### src/crc_engine_pkg.sv
/*
  Register indices, field positions and reset values for the CRC engine.
  Assumes a 32-bit AXI4-Lite slave where each register index maps to byte address 4*index.
*/
package crc_engine_pkg;
  localparam int ADDR_W = 16;
  localparam logic [13:0] IDX_DATA_INPUT = 14'h1c9a;
  localparam logic [13:0] IDX_OVERLAY = 14'h1c9e;
  localparam logic [13:0] IDX_CONTROL_MAIN = 14'h1ca2;
  localparam logic [13:0] IDX_POLY_LENGTH = 14'h1ca3;
  localparam logic [13:0] IDX_DATA_LENGTH = 14'h1ca4;
  localparam logic [13:0] IDX_MODULE_DISABLE = 14'h1ca8;
  localparam logic [13:0] IDX_SCANNER_CTRL = 14'h1ca9;

  localparam int BIT_ENABLE = 7;
  localparam int BIT_START = 6;
  localparam int BIT_BUSY = 5;
  localparam int BIT_ZERO_AUG = 4;
  localparam int BIT_OVL_HI = 3;
  localparam int BIT_OVL_LO = 2;
  localparam int BIT_SHIFT_DIR = 1;
  localparam int BIT_FULL = 0;
  localparam int BIT_CRC_MD = 0;
  localparam int BIT_SCAN_MD = 1;
  localparam int BIT_SCAN_GO = 0;
  localparam int BIT_SCAN_AVAIL = 1;
  localparam int LEN_W = 5;

  localparam logic [7:0] CONTROL_MAIN_RESET = 8'h00;
  localparam logic [4:0] LENGTH_RESET = 5'h00;
  localparam logic [31:0] WORD_RESET = 32'h0000_0000;

  localparam logic [1:0] OVL_SHIFTER = 2'b01;
  localparam logic [1:0] OVL_TAPS = 2'b10;

  localparam logic [1:0] RESP_OKAY = 2'b00;
  localparam logic [1:0] RESP_DECERR = 2'b11;

  localparam int SCAN_FIFO_DEPTH = 8;
endpackage : crc_engine_pkg

### src/crc_engine_control.sv
/*
  CRC engine with its control, data and overlay registers behind an AXI4-Lite slave,
  plus the word path from the memory scanner through a small FIFO.
  Assumes one clock, synchronous active-low reset, scanner and sleep inputs synchronous to aclk.
*/
// Implementation choice: the AXI4-Lite slave port.
// Behaviour
// - sleep freezes engine state until wake
// - each module disable bit holds its block off
// - scanner disable only counts with fuse set
// - enable bit releases engine, clear holds it
// - start bit runs serial shifter, clear stops
// - busy high while shifting or word pending
// - zero augment appends zeros after data
// - overlay select picks output, shifter, taps
// - direction one shifts LSb first, else MSb
// - full flag high until word enters shifter
// - poly length holds length minus one
// - data length holds bits minus one
// - data input split into four byte lanes
// - control and data registers reset zero
// - clearing enable also clears scanner go
module crc_engine_control
  import crc_engine_pkg::*;
#(
  parameter int FIFO_DEPTH = SCAN_FIFO_DEPTH
) (
  input wire logic aclk,
  input wire logic aresetn,
  input wire logic sleep_active,
  input wire logic scanner_fuse_enable,
  input wire logic [31:0] scan_data,
  input wire logic scan_valid,
  output logic scan_ready,
  input wire logic [ADDR_W-1:0] s_axi_awaddr,
  input wire logic s_axi_awvalid,
  output logic s_axi_awready,
  input wire logic [31:0] s_axi_wdata,
  input wire logic [3:0] s_axi_wstrb,
  input wire logic s_axi_wvalid,
  output logic s_axi_wready,
  output logic [1:0] s_axi_bresp,
  output logic s_axi_bvalid,
  input wire logic s_axi_bready,
  input wire logic [ADDR_W-1:0] s_axi_araddr,
  input wire logic s_axi_arvalid,
  output logic s_axi_arready,
  output logic [31:0] s_axi_rdata,
  output logic [1:0] s_axi_rresp,
  output logic s_axi_rvalid,
  input wire logic s_axi_rready
);
  localparam int LW = $clog2(FIFO_DEPTH + 1);

  initial begin
    if (FIFO_DEPTH < 2) begin
      $error("crc_engine_control needs FIFO_DEPTH >= 2");
    end
  end

  function automatic logic mapped(input logic [13:0] idx);
    return idx == IDX_DATA_INPUT || idx == IDX_OVERLAY || idx == IDX_CONTROL_MAIN ||
           idx == IDX_POLY_LENGTH || idx == IDX_DATA_LENGTH || idx == IDX_MODULE_DISABLE ||
           idx == IDX_SCANNER_CTRL;
  endfunction : mapped

  function automatic logic [31:0] len_mask(input logic [LEN_W-1:0] len);
    logic [32:0] t;
    t = (33'h1 << ({1'b0, len} + 6'h1)) - 33'h1;
    return t[31:0];
  endfunction : len_mask

  // one accumulator step; the right-shift form expects the taps given reflected
  function automatic logic [31:0] crc_step(input logic [31:0] acc, input logic b, input logic [31:0] taps,
                                          input logic [LEN_W-1:0] poly_length, input logic aug, input logic right);
    logic fb;
    logic [31:0] n;
    fb = 1'b0;
    n = acc;
    if (right) begin
      fb = aug ? acc[0] : (acc[0] ^ b);
      n = (acc >> 1) | ((aug ? {31'h0, b} : 32'h0) << poly_length);
    end else begin
      fb = aug ? acc[poly_length] : (acc[poly_length] ^ b);
      n = (acc << 1) | (aug ? {31'h0, b} : 32'h0);
    end
    return (n ^ (fb ? taps : 32'h0)) & len_mask(poly_length);
  endfunction : crc_step

  logic enable_reg, start_reg, zero_aug_reg, shift_dir_reg, data_full_reg;
  logic [1:0] overlay_sel_reg;
  logic [LEN_W-1:0] poly_length_reg, data_word_length_reg;
  logic [31:0] data_input_reg, acc_reg, taps_reg, shifter_reg;
  logic [5:0] data_left_reg, zero_left_reg;
  logic crc_md_reg, scan_md_reg, scanner_go_reg, scan_ready_reg;
  logic aw_hold_reg, w_hold_reg, awready_reg, wready_reg, bvalid_reg, arready_reg, rvalid_reg;
  logic [13:0] aw_idx_reg;
  logic [31:0] wdata_reg, rdata_reg;
  logic [3:0] wstrb_reg;
  logic [1:0] bresp_reg, rresp_reg;

  logic wr_do, rd_do, engine_run, scanner_on, busy, shifter_empty, load_shifter;
  logic [13:0] rd_idx;
  logic fifo_out_valid, fifo_pop, sw_data_launch;
  logic [31:0] fifo_out_data;
  logic [LW-1:0] fifo_level;

  assign wr_do = aw_hold_reg && w_hold_reg && !bvalid_reg;
  assign rd_do = s_axi_arvalid && arready_reg;
  assign rd_idx = s_axi_araddr[15:2];
  assign engine_run = enable_reg && !crc_md_reg;
  assign scanner_on = scanner_fuse_enable && !(scanner_fuse_enable && scan_md_reg) && scanner_go_reg && engine_run;
  assign shifter_empty = (data_left_reg == '0) && (zero_left_reg == '0);
  assign busy = data_full_reg || !shifter_empty;
  assign load_shifter = engine_run && !sleep_active && start_reg && data_full_reg && shifter_empty;
  assign sw_data_launch = wr_do && aw_idx_reg == IDX_DATA_INPUT && wstrb_reg[0];
  assign fifo_pop = fifo_out_valid && scanner_on && !sleep_active && !data_full_reg &&
                    !(wr_do && aw_idx_reg == IDX_DATA_INPUT);

  assign s_axi_awready = awready_reg;
  assign s_axi_wready = wready_reg;
  assign s_axi_bvalid = bvalid_reg;
  assign s_axi_bresp = bresp_reg;
  assign s_axi_arready = arready_reg;
  assign s_axi_rvalid = rvalid_reg;
  assign s_axi_rdata = rdata_reg;
  assign s_axi_rresp = rresp_reg;
  assign scan_ready = scan_ready_reg;

  scan_fifo #(.WIDTH(32), .DEPTH(FIFO_DEPTH)) u_scan_fifo (
    .aclk(aclk),
    .aresetn(aresetn),
    .in_valid(scan_valid && scan_ready_reg),
    .in_ready(),
    .in_data(scan_data),
    .out_valid(fifo_out_valid),
    .out_ready(fifo_pop),
    .out_data(fifo_out_data),
    .level(fifo_level)
  );

  // ready is registered, so keep one slot spare for the word taken in the same cycle
  always_ff @(posedge aclk) begin
    if (!aresetn) begin
      scan_ready_reg <= 1'b0;
    end else begin
      scan_ready_reg <= scanner_on && !sleep_active && (fifo_level < LW'(FIFO_DEPTH - 1));
    end
  end

  always_ff @(posedge aclk) begin
    if (!aresetn) begin
      aw_hold_reg <= 1'b0;
      w_hold_reg <= 1'b0;
      awready_reg <= 1'b1;
      wready_reg <= 1'b1;
      bvalid_reg <= 1'b0;
      bresp_reg <= RESP_OKAY;
      aw_idx_reg <= '0;
      wdata_reg <= WORD_RESET;
      wstrb_reg <= '0;
    end else begin
      if (s_axi_awvalid && awready_reg) begin
        aw_hold_reg <= 1'b1;
        awready_reg <= 1'b0;
        aw_idx_reg <= s_axi_awaddr[15:2];
      end
      if (s_axi_wvalid && wready_reg) begin
        w_hold_reg <= 1'b1;
        wready_reg <= 1'b0;
        wdata_reg <= s_axi_wdata;
        wstrb_reg <= s_axi_wstrb;
      end
      if (wr_do) begin
        aw_hold_reg <= 1'b0;
        w_hold_reg <= 1'b0;
        bvalid_reg <= 1'b1;
        bresp_reg <= mapped(aw_idx_reg) ? RESP_OKAY : RESP_DECERR;
      end
      if (bvalid_reg && s_axi_bready) begin
        bvalid_reg <= 1'b0;
        awready_reg <= 1'b1;
        wready_reg <= 1'b1;
      end
    end
  end

  always_ff @(posedge aclk) begin
    if (!aresetn) begin
      arready_reg <= 1'b1;
      rvalid_reg <= 1'b0;
      rdata_reg <= WORD_RESET;
      rresp_reg <= RESP_OKAY;
    end else if (rd_do) begin
      arready_reg <= 1'b0;
      rvalid_reg <= 1'b1;
      rresp_reg <= mapped(rd_idx) ? RESP_OKAY : RESP_DECERR;
      unique case (rd_idx)
        IDX_DATA_INPUT: rdata_reg <= data_input_reg;
        IDX_OVERLAY: rdata_reg <= (overlay_sel_reg == OVL_SHIFTER) ? shifter_reg :
                                  (overlay_sel_reg == OVL_TAPS) ? taps_reg : acc_reg;
        IDX_CONTROL_MAIN: rdata_reg <= {24'h0, enable_reg, start_reg, busy, zero_aug_reg,
                                        overlay_sel_reg, shift_dir_reg, data_full_reg};
        IDX_POLY_LENGTH: rdata_reg <= {27'h0, poly_length_reg};
        IDX_DATA_LENGTH: rdata_reg <= {27'h0, data_word_length_reg};
        IDX_MODULE_DISABLE: rdata_reg <= {30'h0, scan_md_reg, crc_md_reg};
        IDX_SCANNER_CTRL: rdata_reg <= {30'h0, scanner_fuse_enable, scanner_go_reg};
        default: rdata_reg <= WORD_RESET;
      endcase
    end else if (rvalid_reg && s_axi_rready) begin
      rvalid_reg <= 1'b0;
      arready_reg <= 1'b1;
    end
  end

  always_ff @(posedge aclk) begin
    if (!aresetn) begin
      {enable_reg, start_reg, zero_aug_reg, overlay_sel_reg, shift_dir_reg} <= CONTROL_MAIN_RESET[7:2];
      poly_length_reg <= LENGTH_RESET;
      data_word_length_reg <= LENGTH_RESET;
      crc_md_reg <= 1'b0;
      scan_md_reg <= 1'b0;
    end else if (wr_do && wstrb_reg[0]) begin
      if (aw_idx_reg == IDX_CONTROL_MAIN) begin
        enable_reg <= wdata_reg[BIT_ENABLE];
        start_reg <= wdata_reg[BIT_START];
        zero_aug_reg <= wdata_reg[BIT_ZERO_AUG];
        overlay_sel_reg <= wdata_reg[BIT_OVL_HI:BIT_OVL_LO];
        shift_dir_reg <= wdata_reg[BIT_SHIFT_DIR];
      end
      if (aw_idx_reg == IDX_POLY_LENGTH) begin
        poly_length_reg <= wdata_reg[LEN_W-1:0];
      end
      if (aw_idx_reg == IDX_DATA_LENGTH) begin
        data_word_length_reg <= wdata_reg[LEN_W-1:0];
      end
      if (aw_idx_reg == IDX_MODULE_DISABLE) begin
        crc_md_reg <= wdata_reg[BIT_CRC_MD];
        scan_md_reg <= wdata_reg[BIT_SCAN_MD];
      end
    end
  end

  always_ff @(posedge aclk) begin
    if (!aresetn) begin
      scanner_go_reg <= 1'b0;
    end else if (!engine_run) begin
      scanner_go_reg <= 1'b0;
    end else if (wr_do && wstrb_reg[0] && aw_idx_reg == IDX_SCANNER_CTRL) begin
      scanner_go_reg <= wdata_reg[BIT_SCAN_GO];
    end
  end

  always_ff @(posedge aclk) begin
    if (!aresetn) begin
      data_input_reg <= WORD_RESET;
    end else if (wr_do && aw_idx_reg == IDX_DATA_INPUT) begin
      for (int i = 0; i < 4; i++) begin
        if (wstrb_reg[i]) begin
          data_input_reg[i*8 +: 8] <= wdata_reg[i*8 +: 8];
        end
      end
    end else if (fifo_pop) begin
      data_input_reg <= fifo_out_data;
    end
  end

  always_ff @(posedge aclk) begin
    if (!aresetn) begin
      data_full_reg <= 1'b0;
    end else if (!engine_run) begin
      data_full_reg <= 1'b0;
    end else if (sw_data_launch || fifo_pop) begin
      data_full_reg <= 1'b1;
    end else if (load_shifter) begin
      data_full_reg <= 1'b0;
    end
  end

  always_ff @(posedge aclk) begin
    if (!aresetn) begin
      acc_reg <= WORD_RESET;
      taps_reg <= WORD_RESET;
      shifter_reg <= WORD_RESET;
      data_left_reg <= '0;
      zero_left_reg <= '0;
    end else begin
      if (wr_do && aw_idx_reg == IDX_OVERLAY) begin
        if (overlay_sel_reg == OVL_SHIFTER) begin
          shifter_reg <= wdata_reg;
        end else if (overlay_sel_reg == OVL_TAPS) begin
          taps_reg <= wdata_reg;
        end else begin
          acc_reg <= wdata_reg;
        end
      end
      if (!engine_run || !start_reg) begin
        data_left_reg <= '0;
        zero_left_reg <= '0;
      end else if (sleep_active) begin
        data_left_reg <= data_left_reg;
      end else if (load_shifter) begin
        shifter_reg <= data_input_reg;
        data_left_reg <= {1'b0, data_word_length_reg} + 6'h1;
        zero_left_reg <= zero_aug_reg ? {1'b0, poly_length_reg} + 6'h1 : 6'h0;
      end else if (data_left_reg != '0) begin
        if (shift_dir_reg) begin
          acc_reg <= crc_step(acc_reg, shifter_reg[0], taps_reg, poly_length_reg, zero_aug_reg, 1'b1);
          shifter_reg <= shifter_reg >> 1;
        end else begin
          acc_reg <= crc_step(acc_reg, shifter_reg[data_word_length_reg], taps_reg, poly_length_reg,
                              zero_aug_reg, 1'b0);
          shifter_reg <= shifter_reg << 1;
        end
        data_left_reg <= data_left_reg - 6'h1;
      end else if (zero_left_reg != '0) begin
        acc_reg <= crc_step(acc_reg, 1'b0, taps_reg, poly_length_reg, 1'b1, shift_dir_reg);
        zero_left_reg <= zero_left_reg - 6'h1;
      end
    end
  end

  sleep_freeze_a: assert property (@(posedge aclk) disable iff (!aresetn)
    sleep_active && engine_run && start_reg && $past(engine_run) |=> $stable(data_left_reg))
    else $error("shifter moved during sleep");
  crc_disable_a: assert property (@(posedge aclk) disable iff (!aresetn)
    crc_md_reg |=> data_left_reg == '0 && zero_left_reg == '0) else $error("engine ran while disabled");
  scan_fuse_a: assert property (@(posedge aclk) disable iff (!aresetn)
    !scanner_fuse_enable |-> !fifo_pop) else $error("scanner fed data without fuse");
  start_load_a: assert property (@(posedge aclk) disable iff (!aresetn)
    load_shifter |=> data_left_reg == {1'b0, $past(data_word_length_reg)} + 6'h1)
    else $error("shifter load count wrong");
  busy_state_a: assert property (@(posedge aclk) disable iff (!aresetn)
    (data_left_reg != '0) |-> busy) else $error("busy low while shifting");
  zero_aug_a: assert property (@(posedge aclk) disable iff (!aresetn)
    load_shifter && !zero_aug_reg |=> zero_left_reg == '0) else $error("zeros appended without augment");
  full_clear_a: assert property (@(posedge aclk) disable iff (!aresetn)
    load_shifter && !sw_data_launch && !fifo_pop |=> !data_full_reg) else $error("full stayed after load");
  go_drop_a: assert property (@(posedge aclk) disable iff (!aresetn)
    !enable_reg |=> !scanner_go_reg) else $error("scanner go survived disable");
  status_ro_a: assert property (@(posedge aclk) disable iff (!aresetn)
    wr_do && aw_idx_reg == IDX_CONTROL_MAIN && !busy |=> !data_full_reg) else $error("full written by software");
  write_resp_a: assert property (@(posedge aclk) disable iff (!aresetn)
    wr_do |=> bvalid_reg [*1]) else $error("write not answered");

  load_cov_c: cover property (@(posedge aclk) disable iff (!aresetn) load_shifter);
  aug_cov_c: cover property (@(posedge aclk) disable iff (!aresetn) zero_left_reg == 6'h1 && data_left_reg == '0);
  scan_cov_c: cover property (@(posedge aclk) disable iff (!aresetn) fifo_pop);
  sleep_cov_c: cover property (@(posedge aclk) disable iff (!aresetn) sleep_active && data_left_reg != '0);
endmodule : crc_engine_control

### src/scan_fifo.sv
/*
  Word FIFO between the memory scanner and the CRC data input register.
  Assumes a single clock and a synchronous active-low reset; storage is flip-flops.
*/
module scan_fifo #(
  parameter int WIDTH = 32,
  parameter int DEPTH = 8
) (
  input wire logic aclk,
  input wire logic aresetn,
  input wire logic in_valid,
  output logic in_ready,
  input wire logic [WIDTH-1:0] in_data,
  output logic out_valid,
  input wire logic out_ready,
  output logic [WIDTH-1:0] out_data,
  output logic [$clog2(DEPTH+1)-1:0] level
);
  localparam int PW = (DEPTH > 1) ? $clog2(DEPTH) : 1;
  localparam int LW = $clog2(DEPTH + 1);

  initial begin
    if (DEPTH < 2 || WIDTH < 1) begin
      $error("scan_fifo needs DEPTH >= 2 and WIDTH >= 1");
    end
  end

  logic [WIDTH-1:0] mem_reg [DEPTH];
  logic [PW-1:0] wr_ptr_reg;
  logic [PW-1:0] rd_ptr_reg;
  logic [LW-1:0] level_reg;
  logic push;
  logic pop;

  assign in_ready = (level_reg != LW'(DEPTH));
  assign out_valid = (level_reg != '0);
  assign out_data = mem_reg[rd_ptr_reg];
  assign level = level_reg;
  assign push = in_valid && in_ready;
  assign pop = out_valid && out_ready;

  always_ff @(posedge aclk) begin
    if (push) begin
      mem_reg[wr_ptr_reg] <= in_data;
    end
  end

  always_ff @(posedge aclk) begin
    if (!aresetn) begin
      wr_ptr_reg <= '0;
      rd_ptr_reg <= '0;
      level_reg <= '0;
    end else begin
      if (push) begin
        wr_ptr_reg <= (wr_ptr_reg == PW'(DEPTH - 1)) ? '0 : wr_ptr_reg + 1'b1;
      end
      if (pop) begin
        rd_ptr_reg <= (rd_ptr_reg == PW'(DEPTH - 1)) ? '0 : rd_ptr_reg + 1'b1;
      end
      if (push && !pop) begin
        level_reg <= level_reg + 1'b1;
      end else if (pop && !push) begin
        level_reg <= level_reg - 1'b1;
      end
    end
  end

  fifo_no_overflow_a: assert property (@(posedge aclk) disable iff (!aresetn)
    level_reg <= LW'(DEPTH)) else $error("fifo level above depth");
endmodule : scan_fifo

### config.mk
export PLATFORM = sky130hd
export DESIGN_NAME = crc_engine_control
export DESIGN_NICKNAME = d
export VERILOG_FILES = /design/src/crc_engine_pkg.sv /design/src/crc_engine_control.sv /design/src/scan_fifo.sv
export SDC_FILE = /design/constraint.sdc
export NUM_CORES = 1
export LEC_CHECK = 0
export ABC_AREA = 1
export BUFFER_PORTS_ARGS = -buffer_cell sky130_fd_sc_hd__clkbuf_2
export CORE_MARGIN = 8
export CORE_UTILIZATION = 50
export DETAILED_ROUTE_END_ITERATION = 10
export GPL_TIMING_DRIVEN = 0
export PLACE_DENSITY = 0.75
export SLEW_MARGIN = 15
export SYNTH_ARGS = -nofsm -noshare
export SYNTH_HDL_FRONTEND = slang
export SYNTH_SLANG_ARGS = --single-unit
export TNS_END_PERCENT = 20
### constraint.sdc
create_clock -name aclk -period 3.53 [get_ports aclk]
set_input_delay 0.353 -clock aclk [delete_from_list [all_inputs] [get_ports aclk]]
set_output_delay 0.353 -clock aclk [all_outputs]
set_load 0.005 [all_outputs]
==> summary.txt <==
Run status
  – Run status: completed

Clocking
  – CTS tree: yes
  – Root Driver: clkbuf_16
  – Longest Clk Path Bufs: 3
  – # clock sinks: 521
  – Skew-Pair Late Insertion Delay: 0.64 ns
  – CTS buffer count: 54
  – H-tree depth: 2
  – CTS clk-pin slew, worst paths: 0.06 ns

Timing
  – Slew Limit Fails: 0
  – RSZ-0062 raised after global routing: false
  – Final hold slack: 0.00914 ns
  – Slew HR: 16.2%
  – Final setup skew: 0.0327 ns
  – Setup violations, final: 0
  – TNS Setup: 0 ns
  – Fmax: 297 MHz
  – Minimum clock period: 3.36 ns
  – Tcrit/Tclk final: 95.2%
  – Tightest Pin Transition: 1.24 ns
  – Final hold vios: 0

Route
  – Via count: 27600
  – First DRT Iteration DRCs: 3876
  – DR DRC count: 0
  – Final wirelength: 102000 um
  – Drt first pass iters: 6
  – Via density: 6.10
  – Antenna Nets Post-Route: 0
  – Wire per inst: 22.5 um

Layout
  – Final net count: 3917
  – Finished Cell Area: 31200 um^2
  – Max reg flops: 256
  – Number of diodes: 0
  – Share of cells above drive strength 1: 8.95%
  – Area grow syn2layout: 14.2%

Worst hold path
  – Hold Crit Class: in2reg

Synth
  – Synth Register Bits: 521
  – Post-Syn Area per Cell: 7.68 um^2
  – Mapped Area: 27300 um^2
  – Ys async rst share: 0%
  – Post-synth top area share: 28.1%
  – Cell taking the most area after synthesis: edfxtp_1
  – Syn nets: 3681
  – Synth top area cells: edfxtp_1 (28%), dfxtp_1 (19%), nand2_1 (11%), o21ai_0 (7.5%), nor2_1 (5.4%)
  – Synth cell types: 55
  – Cells after synthesis: 3554
  – Number of synthesized flops with an enable pin: 256
  – Synth Flop Type: dfxtp_1
  – Seq/Total Area, Yosys: 47.6%
  – Warnings, synthesis: 0

Global routing
  – Gr usage total: 31.3%
  – Pin count of the biggest net entering global routing: 24
  – Global-route wire length before repair: 154000 um
  – Initial antenna violation count: 0
  – Number of global-route vias before repair: 26100
  – Total gr overflow: 0

Setup path
  – Cell mode on critical path: nand2_1
  – CP max-delay cell: o21ai_0
  – CP peak stage delay: 0.99 ns
  – Crit Path Class: reg2reg
  – Cell Chain, Critical Path: buf_2, nand2_1, o21ai_0, nand2_1, nand3_1, nand3_1, nand3_1, nand2_1, o21ai_0, o21ai_0, nand3_1, nand2_1, nand2_1, a21oi_1
  – Delay-heaviest family, CP: compound AO/OA/AOI/OAI gates
  – CP Launch Type: flip-flop
  – WP data arrival: 3.87 ns
  – Crit-path max FO: 10
  – Crit end category: flip-flop
  – Worst Path Buf+Inv: 1
  – Required @ worst endpoint: 4.04 ns

Die
  – I/O pin cnt: 152
  – Die X: 250 um
  – CORE AREA: 53900 um^2
  – Rows: 85
  – Initial Util: 50.6%
  – Die Footprint: 62400 um^2
  – Die span in y: 250 um

Placement
  – Hpwl dp: 75300 um
  – Port Buffers: 146
  – Placer Congestion: 1.09
  – Post-DP Area: 29200 um^2

Power
  – Worst vdd ir: 0.490 mV
  – Total Power: 12.7 mW
  – P per Cell Area: 407 nW/um^2
  – Leakage: 11.6 nW

Job
  – # Max-Cap Violations: 0
[power breakdown]
part	internal [mW]	switching [mW]	leakage [nW]	total, mW
logic	0.134	0.284	6.28	0.418
clock network	3.24	2.53	0.852	5.77
registers	6.39	0.107	4.45	6.50
total	9.76	2.92	11.6	12.7
[repair_timing]
item                                   4_1_cts  5_1_grt
endpoints found under the hold margin      103        0
setup buffers                                0        0
hold buffers                                25        0
setup endpoints to repair                    0        1
resized for setup                            0        3
[final cells by class]
| type | instances | area (um^2) |
|---|---|---|
| Fill cell | 4864 | 22700 |
| Inverter | 233 | 876 |
| Buffer | 224 | 946 |
| Multi-Input combinational cell | 2576 | 12600 |
| Sequential cell | 521 | 13000 |
| Clock buffer | 70 | 1460 |
| Timing Repair Buffer | 180 | 1160 |
| Tap cell | 696 | 871 |
| Clock inverter | 30 | 305 |
[final timing paths]
kind | depth (start not counted) | endpoint | slack [ns] | start
worst min-delay path | 3 | wstrb_reg[3] | 0.009 | s_axi_wstrb[3]
worst max-delay path | 14 | acc_reg[29] | 0.17 | poly_length_reg[0]
worst max register to register | 14 | acc_reg[29] | 0.17 | poly_length_reg[0]
worst min register to register | 2 | aw_idx_reg[7] | 0.46 | aw_idx_reg[7]
[synthesized netlist by cell type (8+ instances only)]
library cell / number
nand2_1: 823
o21ai_0: 411
nor2_1: 395
nand3_1: 273
dfxtp_1: 265
edfxtp_1: 256
a21oi_1: 250
inv_1: 210
clkbuf_1: 162
o32ai_1: 64
a31oi_1: 47
o22ai_1: 39
nor3_1: 36
a22oi_1: 30
o21bai_1: 29
buf_1: 23
buf_2: 23
xor2_1: 22
xnor2_1: 18
or2_0: 17
ha_1: 16
inv_2: 15
nand4_1: 15
buf_4: 10
nand2_2: 10
o21ai_1: 10
nor3_2: 9
o221ai_1: 8
[worst reg2reg max path, cell delays in order (launching register included)]
cell and delay (ns):
dfxtp_1 0.62, buf_2 0.34, nand2_1 0.09, o21ai_0 0.16
nand2_1 0.09, nand3_1 0.09, nand3_1 0.11, nand3_1 0.11
nand2_1 0.13, o21ai_0 0.99, o21ai_0 0.21, nand3_1 0.13
nand2_1 0.07, nand2_1 0.06, a21oi_1 0.06
[cell families (layout without fill, tap and decap cells)]
family,after synthesis,after routing,synth area share (%)
simple gates,1611,1611,24.8
xor+xnor,41,41,1.38
flops,521,521,47.6
compound gates,907,907,18.8
buf+inv,457,737,6.67
fa+ha+maj,17,17,0.806
[placed cells by master, fill, tap and decap left out, types with 17 or more instances in the layout]
cell type and instances:
nand2_1 822, o21ai_0 411, nor2_1 387, nand3_1 272, dfxtp_1 265, edfxtp_1 256
a21oi_1 250, inv_1 210, clkbuf_1 174, clkbuf_2 147, o32ai_1 64, clkbuf_16 55
a31oi_1 47, o22ai_1 39, nor3_1 35, a22oi_1 30, o21bai_1 29, dlygate4sd3_1 25
buf_2 23, buf_1 23, xor2_1 22, xnor2_1 18, or2_0 17
[layer usage]
layer  routed length (um)  GRT usage, %
met1                37100          38.1
met2                46600          50.8
met3                12300          7.68
met4                 6090          17.0
met5                    0             0
[through the flow]
stage,instances,worst slack (ns),util [%]
after floorplan,3554,0.783,-
after global placement,4396,-0.694,53.6
after detailed placement,4405,0.0652,54.1
after CTS,4530,0.0152,57.8
after global routing,4530,0.0235,57.8
final,4530,0.169,57.8
No activity file was read; power rests on OpenSTA's default activity.
